<file path="src/hdl/wrc_pkg.sv">
// Purpose: Constants and types for the watchdog and reset combiner.
// Assumes: 200 MHz clock, synchronous inputs.
// Notes:   Long counts are module parameters so simulation can shorten them.
package wrc_pkg;

  localparam int unsigned CLK_PERIOD_PS   = 5000;
  localparam longint unsigned HOLD_TIME_MS = 200;
  localparam longint unsigned WDT_TIME_MS  = 1600;
  localparam longint unsigned EXT_MIN_NS   = 500;
  localparam longint unsigned SVC_MIN_NS   = 100;

  // Least times round up, longest round down
  localparam longint unsigned HOLD_CYCLES =
    (HOLD_TIME_MS * 64'd1000000000 + CLK_PERIOD_PS - 1) / CLK_PERIOD_PS;
  localparam longint unsigned WDT_CYCLES  =
    (WDT_TIME_MS * 64'd1000000000) / CLK_PERIOD_PS;
  localparam int unsigned EXT_CYCLES =
    32'((EXT_MIN_NS * 1000 + CLK_PERIOD_PS - 1) / CLK_PERIOD_PS);
  localparam int unsigned SVC_CYCLES =
    32'((SVC_MIN_NS * 1000 + CLK_PERIOD_PS - 1) / CLK_PERIOD_PS);

  localparam int unsigned CNT_W = 32;
  localparam logic [CNT_W-1:0] CNT_ZERO = 32'h0000_0000;
  localparam logic [CNT_W-1:0] CNT_ONE  = 32'h0000_0001;

  typedef enum logic [0:0] {
    WRC_RUN,
    WRC_HOLD
  } wrc_state_t;

  typedef struct packed {
    logic power_supervisor;
    logic ext_reset;
    logic watchdog_timer;
  } wrc_src_t;

endpackage : wrc_pkg

</file>
<file path="src/hdl/wrc_top.sv">
// Purpose: Watchdog timer and reset combiner driving the processor reset.
// Assumes: Inputs synchronous to clock; external and service pulses meet widths.
// Notes:   Reset output is a registered active-low level.
`timescale 1ns/1ps
module wrc_top
  import wrc_pkg::*;
#(
  parameter logic [CNT_W-1:0] HOLD_CNT = CNT_W'(HOLD_CYCLES),
  parameter logic [CNT_W-1:0] WDT_CNT  = CNT_W'(WDT_CYCLES)
) (
  // Clock and reset
  input  wire logic clock,
  input  wire logic rstn,
  input  wire logic clk_en,
  // Reset sources
  input  wire logic power_supervisor_n,
  input  wire logic ext_reset_n,
  // Watchdog service and disconnect strap
  input  wire logic wdt_service,
  input  wire logic wdt_disconnect,
  // Outputs
  output logic      cpu_reset_n,
  output logic      wdt_expired
);

  wrc_state_t       state_q,  state_d;
  logic [CNT_W-1:0] hold_q,   hold_d;
  logic [CNT_W-1:0] wdt_q,    wdt_d;
  logic             exp_q,    exp_d;
  logic             svc_q,    svc_d;
  wrc_src_t         src;
  logic             any_req;

  function automatic logic [CNT_W-1:0] dec_sat(input logic [CNT_W-1:0] v);
    return (v == CNT_ZERO) ? CNT_ZERO : v - CNT_ONE;
  endfunction : dec_sat

  always_comb begin
    src.power_supervisor = ~power_supervisor_n;
    src.ext_reset        = ~ext_reset_n;
    src.watchdog_timer   = exp_q & ~wdt_disconnect;
  end

  assign any_req = |src;

  always_comb begin
    state_d = state_q;
    hold_d  = hold_q;
    wdt_d   = wdt_q;
    exp_d   = exp_q;
    svc_d   = wdt_service;
    unique case (state_q)
      WRC_RUN: begin
        if (any_req) begin
          state_d = WRC_HOLD;
          hold_d  = HOLD_CNT;
        end
      end
      WRC_HOLD: begin
        if (any_req) begin
          hold_d = HOLD_CNT;
        end else if (hold_q <= CNT_ONE) begin
          state_d = WRC_RUN;
          hold_d  = CNT_ZERO;
        end else begin
          hold_d = dec_sat(hold_q);
        end
      end
    endcase
    if (state_q == WRC_HOLD || any_req) begin
      wdt_d = CNT_ZERO;
      exp_d = 1'b0;
    end else if (wdt_service && !svc_q) begin
      wdt_d = CNT_ZERO;
    end else if (wdt_q >= WDT_CNT - CNT_ONE) begin
      exp_d = ~wdt_disconnect;
      wdt_d = CNT_ZERO;
    end else begin
      wdt_d = wdt_q + CNT_ONE;
    end
  end

  always_ff @(posedge clock) begin
    if (!rstn) begin
      state_q <= WRC_HOLD;
      hold_q  <= CNT_ZERO;
      wdt_q   <= CNT_ZERO;
      exp_q   <= 1'b0;
      svc_q   <= 1'b0;
    end else if (clk_en) begin
      state_q <= state_d;
      hold_q  <= hold_d;
      wdt_q   <= wdt_d;
      exp_q   <= exp_d;
      svc_q   <= svc_d;
    end
  end

  assign cpu_reset_n = (state_q == WRC_RUN);
  assign wdt_expired = exp_q;

  // Helper: cycles since reset output fell
  logic [CNT_W-1:0] low_cnt_q;
  always_ff @(posedge clock) begin
    if (!rstn || cpu_reset_n) begin
      low_cnt_q <= CNT_ZERO;
    end else if (clk_en && low_cnt_q != {CNT_W{1'b1}}) begin
      low_cnt_q <= low_cnt_q + CNT_ONE;
    end
  end

  property p_src_resets;
    @(posedge clock) disable iff (!rstn)
      (clk_en && any_req) |=> !cpu_reset_n;
  endproperty
  a_src_resets: assert property (p_src_resets) else $error("reset not asserted");

  property p_min_hold;
    @(posedge clock) disable iff (!rstn)
      ($rose(cpu_reset_n) && $past(low_cnt_q) != CNT_ZERO) |-> $past(low_cnt_q) >= HOLD_CNT - 1;
  endproperty
  a_min_hold: assert property (p_min_hold) else $error("reset released too early");

  property p_wdt_fires;
    @(posedge clock) disable iff (!rstn)
      (clk_en && cpu_reset_n && !any_req && !wdt_service && wdt_q >= WDT_CNT - CNT_ONE
       && !wdt_disconnect) |=> exp_q;
  endproperty
  a_wdt_fires: assert property (p_wdt_fires) else $error("watchdog did not expire");

  property p_disconnect;
    @(posedge clock) disable iff (!rstn)
      (clk_en && cpu_reset_n && power_supervisor_n && ext_reset_n && wdt_disconnect)
      |=> cpu_reset_n;
  endproperty
  a_disconnect: assert property (p_disconnect) else $error("reset while disconnected");

  property p_wdt_clear;
    @(posedge clock) disable iff (!rstn)
      (clk_en && !cpu_reset_n) |=> (wdt_q == CNT_ZERO && !exp_q);
  endproperty
  a_wdt_clear: assert property (p_wdt_clear) else $error("watchdog ran during reset");

  property p_hold_restart;
    @(posedge clock) disable iff (!rstn)
      (clk_en && any_req && !cpu_reset_n) |=> hold_q == HOLD_CNT;
  endproperty
  a_hold_restart: assert property (p_hold_restart) else $error("hold not restarted");

  property p_ext_resets;
    @(posedge clock) disable iff (!rstn)
      (clk_en && !ext_reset_n) |=> !cpu_reset_n;
  endproperty
  a_ext_resets: assert property (p_ext_resets) else $error("external reset missed");

  property p_psu_resets;
    @(posedge clock) disable iff (!rstn)
      (clk_en && !power_supervisor_n) |=> !cpu_reset_n;
  endproperty
  a_psu_resets: assert property (p_psu_resets) else $error("supervisor reset missed");

  property p_exp_to_reset;
    @(posedge clock) disable iff (!rstn)
      (clk_en && exp_q && !wdt_disconnect) |=> !cpu_reset_n;
  endproperty
  a_exp_to_reset: assert property (p_exp_to_reset) else $error("expiry ignored");

  property p_exp_only_timeout;
    @(posedge clock) disable iff (!rstn)
      $rose(exp_q) |-> ($past(wdt_q) >= WDT_CNT - CNT_ONE && $past(clk_en));
  endproperty
  a_exp_only_timeout: assert property (p_exp_only_timeout) else $error("early expiry");

  property p_svc_restart;
    @(posedge clock) disable iff (!rstn)
      (clk_en && cpu_reset_n && !any_req && wdt_service && !svc_q)
      |=> wdt_q == CNT_ZERO;
  endproperty
  a_svc_restart: assert property (p_svc_restart) else $error("service ignored");

  property p_wdt_step;
    @(posedge clock) disable iff (!rstn)
      (clk_en && cpu_reset_n && !any_req && !(wdt_service && !svc_q)
       && wdt_q < WDT_CNT - CNT_ONE) |=> wdt_q == $past(wdt_q) + CNT_ONE;
  endproperty
  a_wdt_step: assert property (p_wdt_step) else $error("watchdog count skipped");

  property p_hold_count;
    @(posedge clock) disable iff (!rstn)
      (clk_en && !cpu_reset_n && !any_req && hold_q > CNT_ONE)
      |=> (!cpu_reset_n && hold_q == $past(hold_q) - CNT_ONE);
  endproperty
  a_hold_count: assert property (p_hold_count) else $error("hold count wrong");

  property p_release;
    @(posedge clock) disable iff (!rstn)
      (clk_en && !cpu_reset_n && !any_req && hold_q <= CNT_ONE) |=> cpu_reset_n;
  endproperty
  a_release: assert property (p_release) else $error("reset not released");

  property p_freeze;
    @(posedge clock) disable iff (!rstn)
      !clk_en |=> ($stable(state_q) && $stable(hold_q) && $stable(wdt_q) && $stable(exp_q));
  endproperty
  a_freeze: assert property (p_freeze) else $error("state moved while frozen");

endmodule : wrc_top

</file>
<file path="config.mk">
export PLATFORM = sky130hd
export DESIGN_NAME = wrc_top
export DESIGN_NICKNAME = d
export VERILOG_FILES = /design/src/hdl/wrc_pkg.sv /design/src/hdl/wrc_top.sv
export SDC_FILE = /design/constraint.sdc
export NUM_CORES = 1
export LEC_CHECK = 0
export BUFFER_PORTS_ARGS = -buffer_cell sky130_fd_sc_hd__buf_2
export CAP_MARGIN = 20
export CORE_MARGIN = 5
export CORE_UTILIZATION = 50
export CTS_CLUSTER_SIZE = 25
export DETAILED_ROUTE_END_ITERATION = 8
export PLACE_DENSITY = 0.68
export SETUP_SLACK_MARGIN = 0.1
export SLEW_MARGIN = 20
export SYNTH_ARGS = -nofsm -noshare
export SYNTH_HDL_FRONTEND = slang
export SYNTH_SLANG_ARGS = --single-unit
</file>
<file path="constraint.sdc">
create_clock -name clock -period 2.7 [get_ports clock]
set_input_delay 0.405 -clock clock [delete_from_list [all_inputs] [get_ports clock]]
set_output_delay 0.405 -clock clock [all_outputs]
set_load 0.01 [all_outputs]
</file>
# Yosys cells after proc, flatten, opt, wreduce, memory -nomap -nowiden
# Index checks and enable logic that the tools add are counted.
# W data, S select, Z words.
# totals
register_bits	67
latch_bits	0
ramBits	0
mem_bits_ro	0
input_bits	7
out_inout_bits	2
memories	0
# classes
addsub	2
mul	0
div_mod_pow	0
order_cmp	2
n_eq_ne	2
shifts	0
mux	15
bitwise_logic	5
reduce_logical	8
# op_table
op	n
$mux W32	7
$pmux W32 S2	1
$add A32 B1 Y32 const B	1
$ge A32 B29 Y1 const B	1
$le A32 B1 Y1 const B	1
$logic_not A32 Y1	1
$sub A32 B1 Y32 const B	1
$mux W1	6
$not A1 Y1	4
$reduce_and A3 Y1	1
$reduce_or A3 Y1	1
$ne A2 B1 Y1 const B	1
$ne A2 B2 Y1 const B	1
$pmux W1 S2	1
$reduce_and A2 Y1	1
$reduce_bool A2 Y1	1
$and A1 B1 Y1	1
$logic_and A1 B1 Y1	1
$logic_not A1 Y1	1
$logic_or A1 B1 Y1	1

# Longest topological paths before layout
# depth
depth_word	6
mapped_depth	10
mapped_depth_nobuf	8

# Worst setup path after synthesis
# Ideal clock, no wire load.
# synth_path
path_type	reg2reg
startpoint	register hold_q[17]
endpoint	register hold_q[6]
setup_ns	0.124
arrival_time_ns	2.476
required_time_ns	2.576
slack_ns	0.100
path_stages_with_launch	8
n_path_buf	1
synth_period_minus_slack_ns	2.600
cell_sequence	dfxtp_1 or4_4 or4b_4 or4_4 and3_1 buf_6 a41oi_2 a31oi_1
# synth_between
elab_chain_cells	5
word_cells_on_any_way	6
cone_classes	1 x order compare; 4 x mux; 1 x reduce/logical
# synth_lines
item	line	text
from (decl)	wrc_top.sv:27	logic [CNT_W-1:0] hold_q, hold_d;
from (signal assigned)	wrc_top.sv:92	hold_q <= hold_d;
branches (longest 2 deep; another with $le A32 B1 Y1)	n/a	
$mux W32 (*)	wrc_top.sv:62	end else if (hold_q <= CNT_ONE) begin
$mux W32 (*)	wrc_top.sv:60	if (any_req) begin
$pmux W32 S2 (*)	wrc_top.sv:52	unique case (state_q)
# Mark *: on every way between the ends.
# A chain may end at the register's enable or synchronous reset.

# Worst setup path in the final report
# layout_path
startpoint	register hold_q[17]
endpoint	register hold_q[23]
# layout_between
elab_chain_cells	5
word_cells_on_any_way	7
cone_classes	1 x add/sub; 1 x order compare; 4 x mux; 1 x reduce/logical
# layout_lines
item	line	text
$sub A32 B1 Y32 / $logic_not A32 Y1 (equally long branches)	wrc_top.sv:35	return (v == CNT_ZERO) ? CNT_ZERO : v - CNT_ONE;
$mux W32	wrc_top.sv:35	
$mux W32 (*)	wrc_top.sv:62	
$mux W32 (*)	wrc_top.sv:60	
$pmux W32 S2 (*)	wrc_top.sv:52	
# Mark *: on every way between the ends. The rest lies on a longest branch, timed or not.

==> flow_summary.toml <==
[floorplanning]
initial_core_util = 0.519
die_h_um = 94.4
dieArea_um2 = 8910
io_pins = 9
rows = 30
coreArea_um2 = 6870
fp.dieW_um = 94.4

[clock_tree]
cts.sinks = 67
cts_made_buffers = 9
cts_tree = "yes"
ctsHoldBuffers = 0
clk-insertion-delay-late_ps = 340
h-tree-depth = 3
clk_pin_slew_worst_paths_ps = 70
root_buffer = "clkbuf_8"
cts_buffer_depth = 2

[placed_design]
dpl_worst_slack_ps = 68.9
port_buffers = 8
hpwl_mm = 6.00
gp_congestion = 0.959
dp.cells = 558

[synthesis]
synth-edff-count = 0
yosysTopAreaCellShare = 0.377
ys_top_cells_by_area = "dfxtp_1, nor2_1, nand2_1"
synth.largest_area_cell = "dfxtp_1"
ys_seq_area_frac = 0.377
synth.avg_cell_area_um2 = 7.88
synth_ff_type = "dfxtp_1"
synth_cell_type_count = 54
netlist_area_um2 = 3560
syn-instance-count = 452
ys_warn_count = 0
ys_async_sr_fraction = 0
ys_seq_elements = 67
syn-num-nets = 463

[global_routing]
grt_pass1_vias = 3048
grt_overflow = 0
grt.total_usage = 0.205
grt_pass1_wl_mm = 14.7
grt_max_degree = 24
antenna_found_initial = 0

[timing]
setup_viol = 0
relSlewSlack = 0.656
rsz0062_at_grt = "true"
min_period_over_period = 0.948
skew_ps = 7.30
timing.final.crit_period_ps = 2560
tightest_slew_ps = 513
setup_tns_ps = 0
finalHoldViolations = 0
drv_slew = 0
fin_ws_ps = 141
clock.fmax_mhz = 391

[routing]
drtAntennaViolNets = 0
drtPass1Iterations = 5
vias = 3408
first_iter_violations = 196
drt-total-wl_mm = 8.45
wire_per_inst_um = 14.7
via_per_inst = 5.93
drc = 0

[setup_path]
cp_max_fo = 15
end_kind = "register"
required_ps = 2930
endpoint = "hold_q[23]$_SDFFE_PN0P_"
rr_startpoint = "hold_q[17]$_SDFFE_PN0P_"
critPathMaxStageDelay_ps = 600
path_common_cell = "or4_4"
crit_path_start = "hold_q[17]$_SDFFE_PN0P_"
cp-start-kind = "register"
critical_path_class = "reg2reg"
crit_chain = "or4_4, or4b_4, or4_4, a31oi_4, buf_12, nor2_1"
regToRegSetupSlack_ps = 140
r2r_cells = 6
slowest_stage = "or4_4"
regToRegEndpoint = "hold_q[23]$_SDFFE_PN0P_"
critPathArrivalTime_ps = 2790

[layout]
drive_above_1_share = 0.144
antenna_cells = 0
finalCoreUtilization = 0.592
instances_no_fill = 575
syn2layout_area_growth_pct = 14.1
nets = 486

[worst_hold_path]
min_path_type = "in2reg"

[pwr]
p_leak_nw = 1.45
irDropWorstVdd_mv = 0.272
p_per_area_nw_per_um2 = 570

[run]
max_cap_viol_count = 0

[outcome]
outcome = "finished, final reports clean"
[final cells by class]
class	instances	area (um^2)
repair buffers	32	233
multi-input cells	352	2140
flip-flops and latches	67	1340
fillers	621	2810
well taps	96	120
clock inverters	1	7.51
inverters	13	48.8
clock buffers	14	173
[registers in the layout (all words and copies together), names as in the netlist]
| signal | cells |
|---|---|
| svc_q | 1 |
| wdt_expired | 1 |
| wdt_q | 32 |
| state_q | 1 |
| hold_q | 32 |
[power by group]
part,internal [mW],leakage [nW],switching (mW)
logic,0.187,0.819,0.275
clock network,0.405,0.0888,0.363
registers,1.03,0.545,0.0535
[cell usage after synthesis (2+ instances only)]
| library cell | n |
|---|---|
| dfxtp_1 | 67 |
| nor2_1 | 49 |
| nand2_1 | 47 |
| a21oi_1 | 26 |
| nand3_1 | 25 |
| a31oi_1 | 24 |
| nor3_1 | 22 |
| o21ai_0 | 22 |
| clkbuf_1 | 17 |
| nand4_1 | 15 |
| inv_1 | 13 |
| xor2_1 | 11 |
| and2_1 | 10 |
| nor4_1 | 10 |
| or3_1 | 10 |
| and3_1 | 6 |
| xnor2_1 | 6 |
| nor2b_1 | 5 |
| ha_1 | 4 |
| o211ai_1 | 4 |
| a22o_1 | 3 |
| buf_2 | 3 |
| mux2i_1 | 3 |
| nand2b_1 | 3 |
| o21a_1 | 3 |
| o221a_2 | 3 |
| o22ai_1 | 3 |
| o31ai_1 | 3 |
| or4_1 | 3 |
| or4_4 | 3 |
| a21o_1 | 2 |
| and4_1 | 2 |
| nand3b_1 | 2 |
| nor4b_1 | 2 |
| o2bb2ai_1 | 2 |
[critical path, delay by kind of cell, from the launching register on]
kind,cells,cell delay (ps)
buffers and inverters,1,160
DFF,1,320
AOI/OAI and AO/OA,1,240
and+or+nand+nor,4,1730
[timing repair]
item / CTS / global route
endpoints found under the hold margin: 0 / 0
cloned: 0 / 1
endpoints found under the setup margin: 15 / 36
resized for setup: 0 / 8
pin swaps: 1 / 2
buffers inserted: 1 / 0
[how the worst min path moves through the flow]
stage	depth (start not counted)	to	startpoint	slack [ps]
after detailed placement	1	wdt_q[29]$_SDFFE_PN0P_	wdt_q[29]$_SDFFE_PN0P_	450
after global placement	1	wdt_q[29]$_SDFFE_PN0P_	wdt_q[29]$_SDFFE_PN0P_	440
after CTS	3	svc_q$_SDFFE_PN0P_	wdt_service	330
final	3	svc_q$_SDFFE_PN0P_	wdt_service	340
after global routing	3	svc_q$_SDFFE_PN0P_	wdt_service	360
after floorplan	1	wdt_q[30]$_SDFFE_PN0P_	wdt_q[30]$_SDFFE_PN0P_	430
[stage by stage]
stage               power [mW]  hold WS [ps]  instance area [um^2]
finish                    2.32           340                  4060
CTS                       2.32           330                  4020
floorplan                 1.42           431                  3570
global route              2.45           358                  4060
global placement          1.54           443                  3820
detailed placement        1.55           448                  3820
[layer usage]
layer | GRT usage | vias up | share of wire
met5 | 0 | - | 0
met3 | 0.0390 | 10 | 0.052
li1 | - | 1709 | -
met2 | 0.299 | 83 | 0.43
met1 | 0.300 | 1606 | 0.50
met4 | 0.0722 | 0 | 0.016
[placed cells by master (no fill, tap or decap), drive strengths merged, types with 4 or more instances in the layout]
cell    Yosys  routed
or4         6       6
o21ai      22      22
and2       10      10
dfxtp      67      67
ha          4       4
a21oi      26      26
nor2       49      49
nand2      47      47
nand3      25      25
clkbuf     17      14
nor4       11      11
and3        6       7
or3        10      10
o211ai      4       4
nand4      15      15
nor2b       5       5
buf         4      32
xor2       11      11
a22o        4       4
inv        13      13
nor3       22      22
a31oi      25      25
xnor2       6       6
[cells by family (layout without fill, tap and decap cells)]
family	count (synthesis)	in the layout	share of synthesized area
AO/OA/AOI/OAI	107	107	0.199
XOR/XNOR	17	17	0.0418
adder cells (fa/ha/maj)	4	4	0.0141
buffers and inverters	34	60	0.0390
flip-flops	67	67	0.377
multiplexers	3	3	0.00843
AND/OR/NAND/NOR	220	221	0.321
(Power assumes the default switching activity.)
